$ cat config.mk
export PLATFORM = sky130hd
export DESIGN_NAME = crosspoint_program_logic
export DESIGN_NICKNAME = d
export VERILOG_FILES = /design/src/crosspoint_pkg.sv /design/src/rank_link_if.sv /design/src/crosspoint_program_logic.sv /design/src/second_rank_decode.sv
export VERILOG_INCLUDE_DIRS = /design/src
export SDC_FILE = /design/constraint.sdc
export NUM_CORES = 1
export LEC_CHECK = 0
export BUFFER_PORTS_ARGS = -buffer_cell sky130_fd_sc_hd__buf_2
export CORE_MARGIN = 2
export CORE_UTILIZATION = 55
export CTS_BUF_LIST = sky130_fd_sc_hd__clkbuf_16
export DETAILED_ROUTE_END_ITERATION = 8
export PLACE_DENSITY = 0.78
export SLEW_MARGIN = 20
export SYNTH_ARGS = -nofsm -noshare
export SYNTH_HDL_FRONTEND = slang
export SYNTH_SLANG_ARGS = --single-unit
$ cat constraint.sdc
create_clock -name clk_sys_i -period 5.9 [get_ports clk_sys_i]
set_input_delay 0.295 -clock clk_sys_i [delete_from_list [all_inputs] [get_ports clk_sys_i]]
set_output_delay 0.295 -clock clk_sys_i [all_outputs]
set_load 0.02 [all_outputs]
$ cat src/crosspoint_defines.svh
`ifndef CROSSPOINT_DEFINES_SVH
`define CROSSPOINT_DEFINES_SVH

// ****************************************
// Geometry
// ****************************************
`define CPL_OUTPUTS      8
`define CPL_INPUTS       8
`define CPL_SLOT_BITS    5
`define CPL_SEL_BITS     3
`define CPL_INDEX_BITS   3
`define CPL_SR_BITS      40

// ****************************************
// Slot field positions
// ****************************************
`define CPL_SLOT_EN_POS  4
`define CPL_SLOT_RSV_POS 3
`define CPL_SLOT_SEL_LSB 0

// ****************************************
// Values
// ****************************************
`define CPL_RSV_VALUE    1'h1
`define CPL_SR_RESET     40'h00_0000_0000
`define CPL_RANK2_RESET  40'h00_0000_0000

`endif

$ cat src/crosspoint_pkg.sv
`default_nettype none

package crosspoint_pkg;
  typedef logic [2:0] sel_t;

  typedef struct packed {
    logic enable;
    logic reserved;
    sel_t source;
  } slot_s;

  typedef enum logic {
    LOAD_SERIAL,
    LOAD_PARALLEL
  } load_mode_e;
endpackage

`default_nettype wire

$ cat src/rank_link_if.sv
`timescale 1ns/1ps
`default_nettype none
`include "crosspoint_defines.svh"

interface rank_link_if;
  logic [`CPL_SR_BITS-1:0] first_rank;
  logic                    transfer;
  logic                    clear;

  modport src (output first_rank, output transfer, output clear);
  modport dst (input first_rank, input transfer, input clear);
endinterface

`default_nettype wire

$ cat src/crosspoint_program_logic.sv
`timescale 1ns/1ps
`default_nettype none
`include "crosspoint_defines.svh"

// Summary of operation
// - Serial mode shifts data on clock fall
// - Forty-bit register, serial out after forty
// - Parallel mode, clock low writes nibble slot
// - Three-bit index picks the written slot
// - Clock pin: shift edge or level enable
// - Update low with chip selected makes second rank follow
// - Reset pin low disables all outputs
// - Reset pin spares the first rank
// - Parallel write forces reserved bit one
// - Serial out always shows register MSB
// - Slot order enable, reserved, select MSB-first
module crosspoint_program_logic
  import crosspoint_pkg::*;
(
  input  wire logic                           clk_sys_i,
  input  wire logic                           rstn_i,
  input  wire logic                           chip_select_n_i,
  input  wire logic                           load_mode_select_i,
  input  wire logic                           prog_clk_i,
  input  wire logic                           serial_in_i,
  input  wire logic [3:0]                     parallel_nibble_i,
  input  wire logic [`CPL_INDEX_BITS-1:0]     parallel_out_index_i,
  input  wire logic                           update_n_i,
  input  wire logic                           rank2_reset_n_i,
  output logic                                serial_out_o,
  output logic [`CPL_OUTPUTS-1:0]             output_enable_o,
  output logic [`CPL_OUTPUTS*`CPL_INPUTS-1:0] source_onehot_o
);

  localparam int SR_BITS   = `CPL_SR_BITS;
  localparam int SLOT_BITS = `CPL_SLOT_BITS;

  logic [SR_BITS-1:0] first_rank;
  logic             prog_clk_q;
  logic             prog_clk_fall;
  load_mode_e       mode;
  logic             selected;
  logic             serial_shift;
  logic             parallel_load;
  slot_s            next_slot;

  rank_link_if link ();

  // ****************************************
  // Pin decode
  // ****************************************
  assign mode     = load_mode_e'(load_mode_select_i);
  assign selected = !chip_select_n_i;

  // Edge of the sampled pin; inputs already share our clock
  always_ff @(posedge clk_sys_i) begin
    if (!rstn_i) begin
      prog_clk_q <= 1'h0;
    end else begin
      prog_clk_q <= prog_clk_i;
    end
  end

  assign prog_clk_fall = prog_clk_q && !prog_clk_i;

  // Same pin: edge in serial mode, level in parallel mode
  assign serial_shift  = selected && (mode == LOAD_SERIAL)
                         && prog_clk_fall;
  assign parallel_load = selected && (mode == LOAD_PARALLEL)
                         && !prog_clk_i;

  // Reserved bit comes from inside, never from the pins
  always_comb begin
    next_slot          = '0;
    next_slot.enable   = parallel_nibble_i[3];
    next_slot.reserved = `CPL_RSV_VALUE;
    next_slot.source   = parallel_nibble_i[2:0];
  end

  // ****************************************
  // First rank
  // ****************************************
  // Pin reset is not in this process, so the first rank survives it
  always_ff @(posedge clk_sys_i) begin
    if (!rstn_i) begin
      first_rank <= `CPL_SR_RESET;
    end else if (serial_shift) begin
      first_rank <= {first_rank[SR_BITS-2:0],
                     serial_in_i};
    end else if (parallel_load) begin
      first_rank[SLOT_BITS*parallel_out_index_i +: SLOT_BITS]
        <= next_slot;
    end
  end

  assign serial_out_o     = first_rank[SR_BITS-1];

  // ****************************************
  // Second rank link
  // ****************************************
  // Held-low update passes intermediate shift states on to the array
  assign link.first_rank = first_rank;
  assign link.transfer   = selected && !update_n_i
                           && rank2_reset_n_i;
  assign link.clear      = !rank2_reset_n_i;

  second_rank_decode u_rank2 (
    .clk_sys_i       (clk_sys_i),
    .rstn_i          (rstn_i),
    .link            (link.dst),
    .output_enable_o (output_enable_o),
    .source_onehot_o (source_onehot_o)
  );

  // ****************************************
  // Checks
  // ****************************************
  serial_shift_a: assert property (@(posedge clk_sys_i) disable iff (!rstn_i)
    serial_shift |=> first_rank ==
      {$past(first_rank[SR_BITS-2:0]), $past(serial_in_i)})
    else $error("serial bit not shifted on clock fall");

  no_rise_shift_a: assert property (@(posedge clk_sys_i) disable iff (!rstn_i)
    (selected && mode == LOAD_SERIAL && !prog_clk_fall)
      |=> $stable(first_rank))
    else $error("serial register moved without a clock fall");

  par_write_a: assert property (@(posedge clk_sys_i) disable iff (!rstn_i)
    parallel_load |=>
      first_rank[SLOT_BITS*$past(parallel_out_index_i) +: SLOT_BITS]
      == {$past(parallel_nibble_i[3]), 1'h1,
          $past(parallel_nibble_i[2:0])})
    else $error("parallel slot not written");

  par_rsv_a: assert property (@(posedge clk_sys_i) disable iff (!rstn_i)
    (parallel_load && parallel_out_index_i == 3'h0) |=> first_rank[3])
    else $error("reserved bit not forced to one");

  par_level_a: assert property (@(posedge clk_sys_i) disable iff (!rstn_i)
    (selected && mode == LOAD_PARALLEL && prog_clk_i) |=> $stable(first_rank))
    else $error("parallel load while clock high");

  chip_idle_a: assert property (@(posedge clk_sys_i) disable iff (!rstn_i)
    chip_select_n_i |=> $stable(first_rank))
    else $error("first rank changed with chip deselected");

  keep_first_a: assert property (@(posedge clk_sys_i) disable iff (!rstn_i)
    (!rank2_reset_n_i && chip_select_n_i) |=> first_rank == $past(first_rank))
    else $error("pin reset disturbed the first rank");

  dout_msb_a: assert property (@(posedge clk_sys_i) disable iff (!rstn_i)
    serial_out_o == first_rank[SR_BITS-1])
    else $error("serial out not the register MSB");

  transfer_out_a: assert property (@(posedge clk_sys_i) disable iff (!rstn_i)
    (link.transfer && first_rank[4:3] == 2'h3) |=>
      output_enable_o[0] && source_onehot_o[$past(first_rank[2:0])])
    else $error("transparent latch did not route output 0");

  serial_c: cover property (@(posedge clk_sys_i) disable iff (!rstn_i)
    serial_shift ##1 serial_shift);

  parallel_c: cover property (@(posedge clk_sys_i) disable iff (!rstn_i)
    parallel_load ##1 link.transfer);

  update_c: cover property (@(posedge clk_sys_i) disable iff (!rstn_i)
    link.transfer && output_enable_o == '0 ##1 output_enable_o != '0);

endmodule

`default_nettype wire

$ cat src/second_rank_decode.sv
`timescale 1ns/1ps
`default_nettype none
`include "crosspoint_defines.svh"

module second_rank_decode
  import crosspoint_pkg::*;
(
  input  wire logic                       clk_sys_i,
  input  wire logic                       rstn_i,
  rank_link_if.dst                        link,
  output logic [`CPL_OUTPUTS-1:0]         output_enable_o,
  output logic [`CPL_OUTPUTS*`CPL_INPUTS-1:0] source_onehot_o
);

  logic [`CPL_SR_BITS-1:0]              rank2;
  logic [`CPL_SR_BITS-1:0]              next_rank2;
  logic [`CPL_OUTPUTS-1:0]              next_enable;
  logic [`CPL_OUTPUTS*`CPL_INPUTS-1:0]  next_onehot;

  function automatic logic [`CPL_INPUTS-1:0] decode_slot(input slot_s s);
    logic [`CPL_INPUTS-1:0] v;
    v = '0;
    if (s.enable) begin
      v[s.source] = 1'h1;
    end
    return v;
  endfunction

  // ****************************************
  // Second rank
  // ****************************************
  always_comb begin
    next_rank2 = rank2;
    if (link.clear) begin
      next_rank2 = `CPL_RANK2_RESET;
    end else if (link.transfer) begin
      next_rank2 = link.first_rank;
    end
  end

  generate
    for (genvar k = 0; k < `CPL_OUTPUTS; k++) begin : g_dec
      slot_s s;
      assign s = next_rank2[k*`CPL_SLOT_BITS +: `CPL_SLOT_BITS];
      assign next_enable[k] = s.enable;
      assign next_onehot[k*`CPL_INPUTS +: `CPL_INPUTS] = decode_slot(s);
    end
  endgenerate

  // Decode registered from the next value so pins match the latch
  always_ff @(posedge clk_sys_i) begin
    if (!rstn_i) begin
      rank2           <= `CPL_RANK2_RESET;
      output_enable_o <= '0;
      source_onehot_o <= '0;
    end else begin
      rank2           <= next_rank2;
      output_enable_o <= next_enable;
      source_onehot_o <= next_onehot;
    end
  end

  // ****************************************
  // Checks
  // ****************************************
  clear_disables_a: assert property (@(posedge clk_sys_i) disable iff (!rstn_i)
    link.clear |=> (output_enable_o == '0) && (source_onehot_o == '0))
    else $error("outputs not disabled after second rank clear");

  follow_rank_a: assert property (@(posedge clk_sys_i) disable iff (!rstn_i)
    (link.transfer && !link.clear) |=> rank2 == $past(link.first_rank))
    else $error("second rank did not follow first rank");

  onehot_dec_a: assert property (@(posedge clk_sys_i) disable iff (!rstn_i)
    $onehot0(source_onehot_o[7:0])
      && (output_enable_o[0] == |source_onehot_o[7:0]))
    else $error("output 0 decode not one of eight or none");

  hold_rank_a: assert property (@(posedge clk_sys_i) disable iff (!rstn_i)
    (!link.transfer && !link.clear) |=> $stable(rank2) && $stable(output_enable_o))
    else $error("second rank changed without transfer");

  clear_c: cover property (@(posedge clk_sys_i) disable iff (!rstn_i)
    output_enable_o != '0 ##1 link.clear ##1 output_enable_o == '0);

endmodule

`default_nettype wire

Word level (Yosys, flattened, before mapping) --
Cells that the tools add are included.
Storage, ports and cells: register bits 153, bits in latches 0, bits in writable memories 0, ROM bits 0, bits of input ports 15, output and inout port bits 73, logic and storage cells 83, memories 0
Operators by class: add/subtract/negate cells 1, $mul 1, div/mod/pow operators 0, magnitude comparators 16, equal/unequal tests 0, shift-type cells 2, muxes and demuxes 21, bitwise logic cells 1, reduce and logical (&&, ||, !) cells 28
Operator list (number):
- 40-bit 2-to-1 mux | 4
- 40-bit bitwise mux | 1
- 5-bit by 34-bit variable shift with 40-bit output (first input constant) | 1
- 5-bit by 34-bit variable part select with 40-bit output | 1
- 6-bit negation with 34-bit output | 1
- 3-bit by 4-bit less-than comparator with 1-bit output (second input constant) | 8
- 1-bit demux with 3-bit select | 8
- 3-bit by 1-bit greater-or-equal comparator with 1-bit output (second input constant) | 8
- 2-bit AND reduction | 9
- 1-bit logical AND | 15
- 1-bit 2-to-1 mux | 8
- 3-bit by 3-bit multiplier with 6-bit output (first input constant) | 1
- 1-bit logical NOT | 3
- 2-bit nonzero test | 1
- 1-bit NOT | 1

Longest topological paths before layout --
Gate-level depths: netlist (run 1).
depth in word-level cells 9, gate-level depth with buffers 9, mapped depth without buffers 6

By module --
From an unflattened synthesis (run 1), not the netlist that was laid out.
Second synthesis, totals: cells, all modules 592, area total of the unflattened synthesis 5656.7 um2
By module, submodules not included:
- second_rank_decode | instances 1, cells each 359, area an instance 3662.3 um2, sequential area each 1921.8 um2
- crosspoint_program_logic | instances 1, cells each 233, area an instance 1994.4 um2, sequential area each 820.8 um2

Worst setup path after synthesis (run 1) --
Ideal clock, no wire load.
path kind input -> register, start input port parallel_out_index_i[0], end register first_rank[21], library setup time 0.116 ns, arrival time 1.967 ns, data required time 5.784 ns, path slack 3.817 ns, stages on the path 8, path buffers 2, cell sequence clkbuf_1 -> inv_1 -> ha_1 -> buf_2 -> or3b_4 -> a221oi_4 -> nand3_1 -> o211a_1
Between the ends: word-level cells in the longest chain between the ends 6, elaborated cells between the ends (all ways) 7, those cells by class 1 x add/sub; 1 x mul; 2 x shift; 3 x mux
Ends and longest elaborated chain:
- from (decl) | line crosspoint_program_logic.sv:27 | input wire logic [`CPL_INDEX_BITS-1:0] parallel_out_index_i,
- 3-bit by 3-bit multiplier with 6-bit output * | line crosspoint_program_logic.sv:91 | first_rank[SLOT_BITS*parallel_out_index_i +: SLOT_BITS]
- 6-bit negation with 34-bit output * | line crosspoint_program_logic.sv:91
- 5-bit by 34-bit variable part select with 40-bit output or 5-bit by 34-bit variable shift with 40-bit output (tied branches) | line crosspoint_program_logic.sv:91
- 40-bit bitwise mux * | line crosspoint_program_logic.sv:91
- 40-bit 2-to-1 mux * | line crosspoint_program_logic.sv:90 | end else if (parallel_load) begin
- 40-bit 2-to-1 mux * | line crosspoint_program_logic.sv:87 | end else if (serial_shift) begin
- to (signal assigned) | line crosspoint_program_logic.sv:86 | first_rank <= `CPL_SR_RESET;
- to (signal assigned) | line crosspoint_program_logic.sv:88 | first_rank <= {first_rank[SR_BITS-2:0],
- to (decl) | line crosspoint_program_logic.sv:38 | logic [SR_BITS-1:0] first_rank;
Mark *: on every way between the ends. The rest lies on a longest branch, timed or not. The select of a mux whose other input is x is not followed. A chain may end at the register's enable or synchronous reset.

Worst setup path in the final report (run 1) --
start input port rstn_i, end register u_rank2.source_onehot_o[5]
Between the ends: word-level cells in the longest chain between the ends 1
Ends and longest elaborated chain:
- from (decl) | line crosspoint_program_logic.sv:21 | input wire logic rstn_i,
- 2-bit AND reduction (no line)
- to (signal assigned) | line second_rank_decode.sv:59 | source_onehot_o <= next_onehot;
- to (decl) | line second_rank_decode.sv:12 | output logic [`CPL_OUTPUTS*`CPL_INPUTS-1:0] source_onehot_o
No other way between the ends.

==> results of run 1 <==
## cells by family (layout without fill, tap and decap cells)
| kind of cell | after synthesis | after routing | share of synthesized area, % |
|---|---|---|---|
| AND/OR/NAND/NOR | 228 | 228 | 24.2 |
| XOR/XNOR | 2 | 2 | 0.336 |
| buffers and inverters | 41 | 123 | 4.04 |
| flip-flops | 137 | 137 | 52.7 |
| multiplexers | 24 | 24 | 4.61 |
| AO/OA/AOI/OAI | 106 | 106 | 13.4 |
| adder cells (fa/ha/maj) | 3 | 3 | 0.721 |
## through the flow
stage          area [um^2]  total power [W]  util (%)
6_report              6230          0.00214      67.8
3_5_place_dp          5600          0.00105      60.9
3_3_place_gp          5600          0.00104      60.9
5_1_grt               6230          0.00220      67.8
2_1_floorplan         5210          0.00102         -
4_1_cts               6230          0.00215      67.7
## registers in the layout (all words and copies together), names as in the netlist
register	count
u_rank2.source_onehot_o	64
first_rank	40
u_rank2.rank2	24
u_rank2.output_enable_o	8
prog_clk_q	1
## critical path, delay by kind of cell
family	cells	cell delay (ns)
and+or+nand+nor	3	1.10
buffers and inverters	1	0.69
AOI/OAI and AO/OA	1	0.36
## power by group
group | switching (W) | internal (W)
logic | 0.0000574 | 0.0000278
clock network | 0.000403 | 0.000708
registers | 0.00000825 | 0.000934
total | 0.000468 | 0.00167
## final cells by class
cell class	count	area, um^2
clock buffer	17	425
clock inverter	15	201
timing repair buffer	88	443
multi-input combinational	363	2270
sequential	137	2740
fill	700	2960
inverter	3	11.3
tap	111	139
## placed cells by master (no fill, tap or decap), types with 9 or more instances in the layout
cell type,synthesis,final
sky130_fd_sc_hd__o21ai_1,11,11
sky130_fd_sc_hd__nand3b_1,13,13
sky130_fd_sc_hd__nor3_1,74,74
sky130_fd_sc_hd__dfxtp_1,137,137
sky130_fd_sc_hd__clkbuf_16,0,17
sky130_fd_sc_hd__mux2i_1,24,24
sky130_fd_sc_hd__a21oi_1,14,14
sky130_fd_sc_hd__buf_2,9,87
sky130_fd_sc_hd__o21ai_0,35,35
sky130_fd_sc_hd__nand2b_1,19,19
sky130_fd_sc_hd__nand2_1,20,20
sky130_fd_sc_hd__nor2_1,33,33
sky130_fd_sc_hd__nand3_1,18,18
sky130_fd_sc_hd__or3b_1,9,9
sky130_fd_sc_hd__and2_1,20,20
## routing by layer
metal,vias to the layer above,wire [um]
li1,2079,-
met1,2009,5610
met2,148,5430
met3,21,662
met4,0,215
met5,-,0
## path summary, 6_finish.rpt
check	to	from	depth (start not counted)
min	first_rank[16]	parallel_nibble_i[1]	3
max reg2reg	first_rank[22]	prog_clk_q	4
min reg2reg	first_rank[13]	first_rank[13]	2
max	u_rank2.source_onehot_o[5]	rstn_i	5
==> impl.org, run 1 <==
** Run status
- Outcome :: finished, final reports clean

** Floorplan
- 88 I/O pins were placed.
- Initial core utilization :: 56.6%
- Measured along the y axis, the die boundary spans 101 um.
- Placeable core area :: 9200 um^2
- The initialized floorplan defines 35 standard-cell rows.
- The floorplan step defined a die boundary enclosing 10300 um^2.
- Die Width :: 101 um

** GRT
- Largest net degree at the start of global routing :: 60
- For this run, global-route usage on met1 was measured as 33.6%.
- Global-route congestion overflow total :: 0
- After global routing, the most crowded layer is met2.
- The number of antenna violations at the first check in global routing was 0.
- In the global route stage, met2 resource usage came out at 36.3%.
- For this run, the total global-route usage over all layers was measured as 24.2%.
- Wire length of the first global-routing pass :: 19500 um
- Number of global-route vias before repair :: 3956
- Met3 Resource Use GR :: 7.25%

** STA
- Number of pins with negative max-slew slack in the final report :: 0
- Derived from the worst setup path, the maximum achievable clock frequency is 466 MHz.
- Final setup fails :: 0
- Setup repair after global routing missed its margin :: no
- Once routing completed, OpenROAD measured the worst setup slack at 3.75 ns.
- Endpoints failing hold :: 0
- Final Cycle Share :: 36.4%
- The worst pin sits at a relative slew slack of 37.9%.
- Hold timing on the final database bottoms out at a slack of 0.224 ns.
- Layout Skew :: 0.00767 ns
- Actual slew at the worst max-slew pin :: 0.930 ns
- Final total negative setup slack :: 0 ns
- The worst path needs 2.15 ns of the cycle, external delays included.

** Synthesis
- Summed instance area of the synthesized netlist :: 5210 um^2
- After technology mapping, the gate count stands at 541.
- After synthesis, the most frequently instantiated cells are sky130_fd_sc_hd__dfxtp_1, sky130_fd_sc_hd__nor3_1, sky130_fd_sc_hd__o21ai_0.
- Async S/R FF share, synth :: 0%
- Yosys instantiated no cell more often than sky130_fd_sc_hd__dfxtp_1.
- In this run, synthesis produced a sequential element count of 137.
- Number of flops mapped to enable cells by yosys :: 0
- Number of synthesis warnings :: 0
- Mean instance size in the synthesized netlist :: 9.63 um^2
- The top cell type by area accounts for 52.7% of the synthesized area.
- Summed over all instances, the cell type with the most area after synthesis is sky130_fd_sc_hd__dfxtp_1.
- The number of nets handed over by synthesis was 559.
- Largest cells by area after synthesis :: sky130_fd_sc_hd__dfxtp_1, sky130_fd_sc_hd__nor3_1, sky130_fd_sc_hd__mux2i_1, sky130_fd_sc_hd__o21ai_0, sky130_fd_sc_hd__and2_1
- Seq/Total Area, Yosys :: 52.7%
- For this run, the leading register cell type out of synthesis is sky130_fd_sc_hd__dfxtp_1.
- After synthesis, the netlist uses 46 different library cells.

** Clocking
- The clock reaches the later pin of the worst-skew pair after 0.41 ns.
- Buffers inserted by post-CTS timing repair :: 0
- TritonCTS built the clock tree.
- The tree built by TritonCTS fans out to 137 sinks.
- Clock-pin slew was measured on the worst setup and hold paths at 0.06 ns.
- Counting along the longest clock path gives a buffer depth of 2.
- Once the clock tree was built, the resizer swapped 0 gates to a different size.
- The tree is rooted in a sky130_fd_sc_hd__clkbuf_16.
- H-tree depth reported by CTS :: 4
- Count of hold buffers inserted by post-cts repair :: 0
- The number of clock buffers added by TritonCTS is 17.

** Place
- Routability congestion estimate :: 0.860
- Pre-CTS WS :: 3.39 ns
- The number of placed instances, taps included, is 702.
- In this run the tool buffered the top-level ports with 87 buffer cells.
- Once detailed placement completed, the half-perimeter wirelength came to 8110 um.

** Routing
- Using the TritonRoute via totals, the vias-per-cell ratio works out to 5.80.
- For this run, design rule violations remaining after detail routing come to 0.
- DR iter-0 viols :: 288
- Router iterations before antenna repair :: 5
- After detailed routing, the average wire length per cell comes to 16.2 um.
- Across all layers, the routed design uses 4257 vias.
- Wires add up to 11900 um.
- Once detail routing completed, the nets flagged for antenna violations numbered 0.

** Hold path
- Worst hold path type :: primary input to flip-flop

** Final layout
- Count of placed standard cells in the final layout, fillers left out :: 734
- Layout Area Growth over Synthesis :: 19.7%
- The number of antenna diodes in the final layout is 0.
- In the final layout, the share of cells above drive strength 1 is 22.2%.
- Number of nets in the final layout :: 628

** Pwr
- In this run the static leakage power is 2.56 nW.
- Dividing total power by cell area gives a power density of 343 nW/um^2.
- Peak ir drop on the vdd network :: 0.000149 V

** Job
- Across the run, the number of max-cap violations was 0.

** Setup path
- The slowest stage of the critical path belongs to the cell sky130_fd_sc_hd__buf_2.
- STA puts the critical path data required time at 6.22 ns.
- The largest single stage delay on the critical path is 0.69 ns.
- Nature of the critical path startpoint :: primary input
- Arrival time of the worst setup path :: 2.47 ns
- Endpoint kind of the worst setup timing path :: flip-flop
- Critical path start-end classification :: primary input to flip-flop
- Of all nets on the critical path, the largest fanout is 59.
- The critical path goes through buf_2 > nand2_1 > a21oi_2 > nand3b_1 > nor3_1.
- Setup slack on the worst reg-to-reg path comes out at 3.96 ns.
No activity file was read; power rests on OpenSTA's default activity.
==> run 2, diff against run 1 <==
- CORE_UTILIZATION: 55 -> 50
- PLACE_DENSITY: 0.78 -> 0.75
- clock period: 5.9 -> 1.9 ns (I/O delays scaled with it)
==> run 2 against run 1 <==
  * Worst setup slack worse by 3.5 ns
  * Hold slack got worse by 0.21 ns
  * Critical path depth did not move
  * Critical endpoint is now first_rank[21]
  * Highest routed layer unchanged
==> impl.org, run 2 (synthesis gave the netlist of run 1 again) <==
** Run status
- Outcome :: finished, final reports clean

** Routing
- Using the TritonRoute via totals, the vias-per-cell ratio works out to 5.54.
- DR iter-0 viols :: 336
- In the final routed layout, each cell accounts on average for 15.3 um.
- Final Routed Wirelength :: 11900 um
- Once detail routing completed, the nets flagged for antenna violations numbered 0.
- Total DRC errors in the routed layout :: 0
- Summing over every cut layer, the via total after detailed routing is 4293.
- Router iterations before antenna repair :: 6

** Clocking
- In this run, post-CTS repair resized a total of 0 instances.
- Clk sink count :: 137
- Buffers inserted by post-CTS timing repair :: 0
- TritonCTS clock tree :: yes
- Clock root cell :: sky130_fd_sc_hd__clkbuf_16
- The later pin in the worst-skew pair is clocked with a latency of 0.41 ns.
- The clock passes through at most 2 buffers.
- Clock transition at path regs :: 0.06 ns
- TritonCTS created 17 clock buffers.
- In this run the number of H-tree levels came out at 4.
- Buffers inserted to repair hold after CTS numbered 0.

** Pwr
- Pleak :: 2.65 nW
- Dividing total power by cell area gives a power density of 1030 nW/um^2.
- Peak ir drop on the vdd network :: 0.000701 V

** Setup path
- Along the worst path, the maximum fanout reaches 38.
- For the worst setup path, the data arrival time is 1.97 ns.
- Crit path required time :: 2.20 ns
- Critical path start-end classification :: flip-flop to flip-flop
- The worst setup path is launched from a flip-flop.
- STA classifies the critical path endpoint as a flip-flop.

** Place
- Counting tap cells, the placed design contains a total of 743 instances.
- Routability congestion estimate :: 0.924
- Post-DP HPWL :: 8280 um
- Count of input and output buffers :: 87

** STA
- Setup total negative slack on the finished layout was measured at 0 ns.
- Worst relative slew slack :: 64.3%
- Endpoints failing hold :: 0
- The clock arrives with 0.00803 ns of skew.
- For the pin with the worst max-slew slack, the measured transition is 0.536 ns.
- Setup repair after global routing left no endpoint under its margin.
- Fmax :: 600 MHz
- The final critical path takes up 87.7% of the cycle.
- Number of pins with negative max-slew slack in the final report :: 0
- Subtracting the final worst setup slack from the clock period gives 1.67 ns.
- Setup violations remaining at the end of the flow were counted as 0.

** Floorplan
- For this configuration, the core starts out at a cell density of 50.9%.
- In this run the core area contains 37 standard-cell rows.
- Placeable core area :: 10200 um^2
- The die is 106 um tall.
- In this run the horizontal extent of the chip is 106 um.
- Die outline area :: 11200 um^2
- For this design the top-level I/O count stands at 88.

** Final layout
- The largest registers in the layout are u_rank2.source_onehot_o: 64 flops, first_rank: 40 flops, u_rank2.rank2: 24 flops.
- Compared with the post-synthesis result, the final layout area differs by 22.6%.
- Largest register FFs :: 64
- After the flow finishes, the layout carries non-filler instances totaling 775.
- Ranked by flip-flop count, first place goes to u_rank2.source_onehot_o.
- Fraction of layout instances using a drive strength above 1 :: 23.3%
- At the end of the flow, the number of nets in the layout was 644.
- Number of antenna cells inserted :: 0
- Leading cell type in the layout, fill and taps excluded :: sky130_fd_sc_hd__dfxtp_1
- Most frequent cells in the layout :: sky130_fd_sc_hd__dfxtp_1, sky130_fd_sc_hd__buf_2, sky130_fd_sc_hd__nor3_1

** GRT
- Entering global routing, the biggest net connects 59 pins.
- Wire length of the first global-routing pass :: 19600 um
- Number of global-route vias before repair :: 3932
- The total overflow left after global routing is 0.
- For this run, the total global-route usage over all layers was measured as 22.0%.
- The number of antenna violations at the first check in global routing came to 0.

** Job
- Max-capacitance violation count :: 0

** Hold path
- In this run the worst hold path is classified as primary input to flip-flop.
-- run 2: through the flow --
stage,setup WS (ns),util (%),total power [W],hold slack (ns),cell area [um^2]
2_1_floorplan,0.0170,-,0.00317,0.217,5210
3_3_place_gp,0.195,56.5,0.00327,0.423,5780
3_5_place_dp,0.0984,56.5,0.00328,0.437,5780
4_1_cts,0.249,62.4,0.00660,0.0132,6380
5_1_grt,0.177,62.4,0.00677,0.0254,6380
6_report,0.235,62.4,0.00656,0.0145,6380
-- run 2: cell type report --
type	count	area (um^2)
timing repair buffer	104	588
tap	136	170
multi-input combinational	363	2260
sequential	137	2740
fill	856	3850
inverter	3	11.3
clock buffer	17	425
clock inverter	15	183
-- run 2: power breakdown --
group	leakage (nW)	internal [W]	switching, W
combinational	1.24	0.000109	0.000188
sequential	1.11	0.00290	0.0000226
clock	0.298	0.00217	0.00116
total	2.65	0.00518	0.00138
-- run 2: final timing paths --
check | startpoint | to | slack, ns | cells after the start
max reg2reg | prog_clk_q | first_rank[21] | 0.23 | 5
max | prog_clk_q | first_rank[21] | 0.23 | 5
min | prog_clk_i | prog_clk_q | 0.01 | 2
min reg2reg | first_rank[13] | first_rank[14] | 0.49 | 2
-- run 2: worst max-delay path, cell delays in order, from the launching register on --
cell and delay [ns]:
sky130_fd_sc_hd__dfxtp_1 0.36, sky130_fd_sc_hd__or4b_1 0.50, sky130_fd_sc_hd__buf_12 0.20, sky130_fd_sc_hd__nand2_1 0.22, sky130_fd_sc_hd__nand3_1 0.11, sky130_fd_sc_hd__o211a_1 0.15
-- run 2: layer usage --
metal | GRT usage, % | up-vias | wire, um
met1 | 30.3 | 2005 | 5530
met4 | 7.71 | 0 | 193
met3 | 6.19 | 20 | 776
met2 | 33.2 | 155 | 5370
met5 | 0 | - | 0
li1 | - | 2113 | -
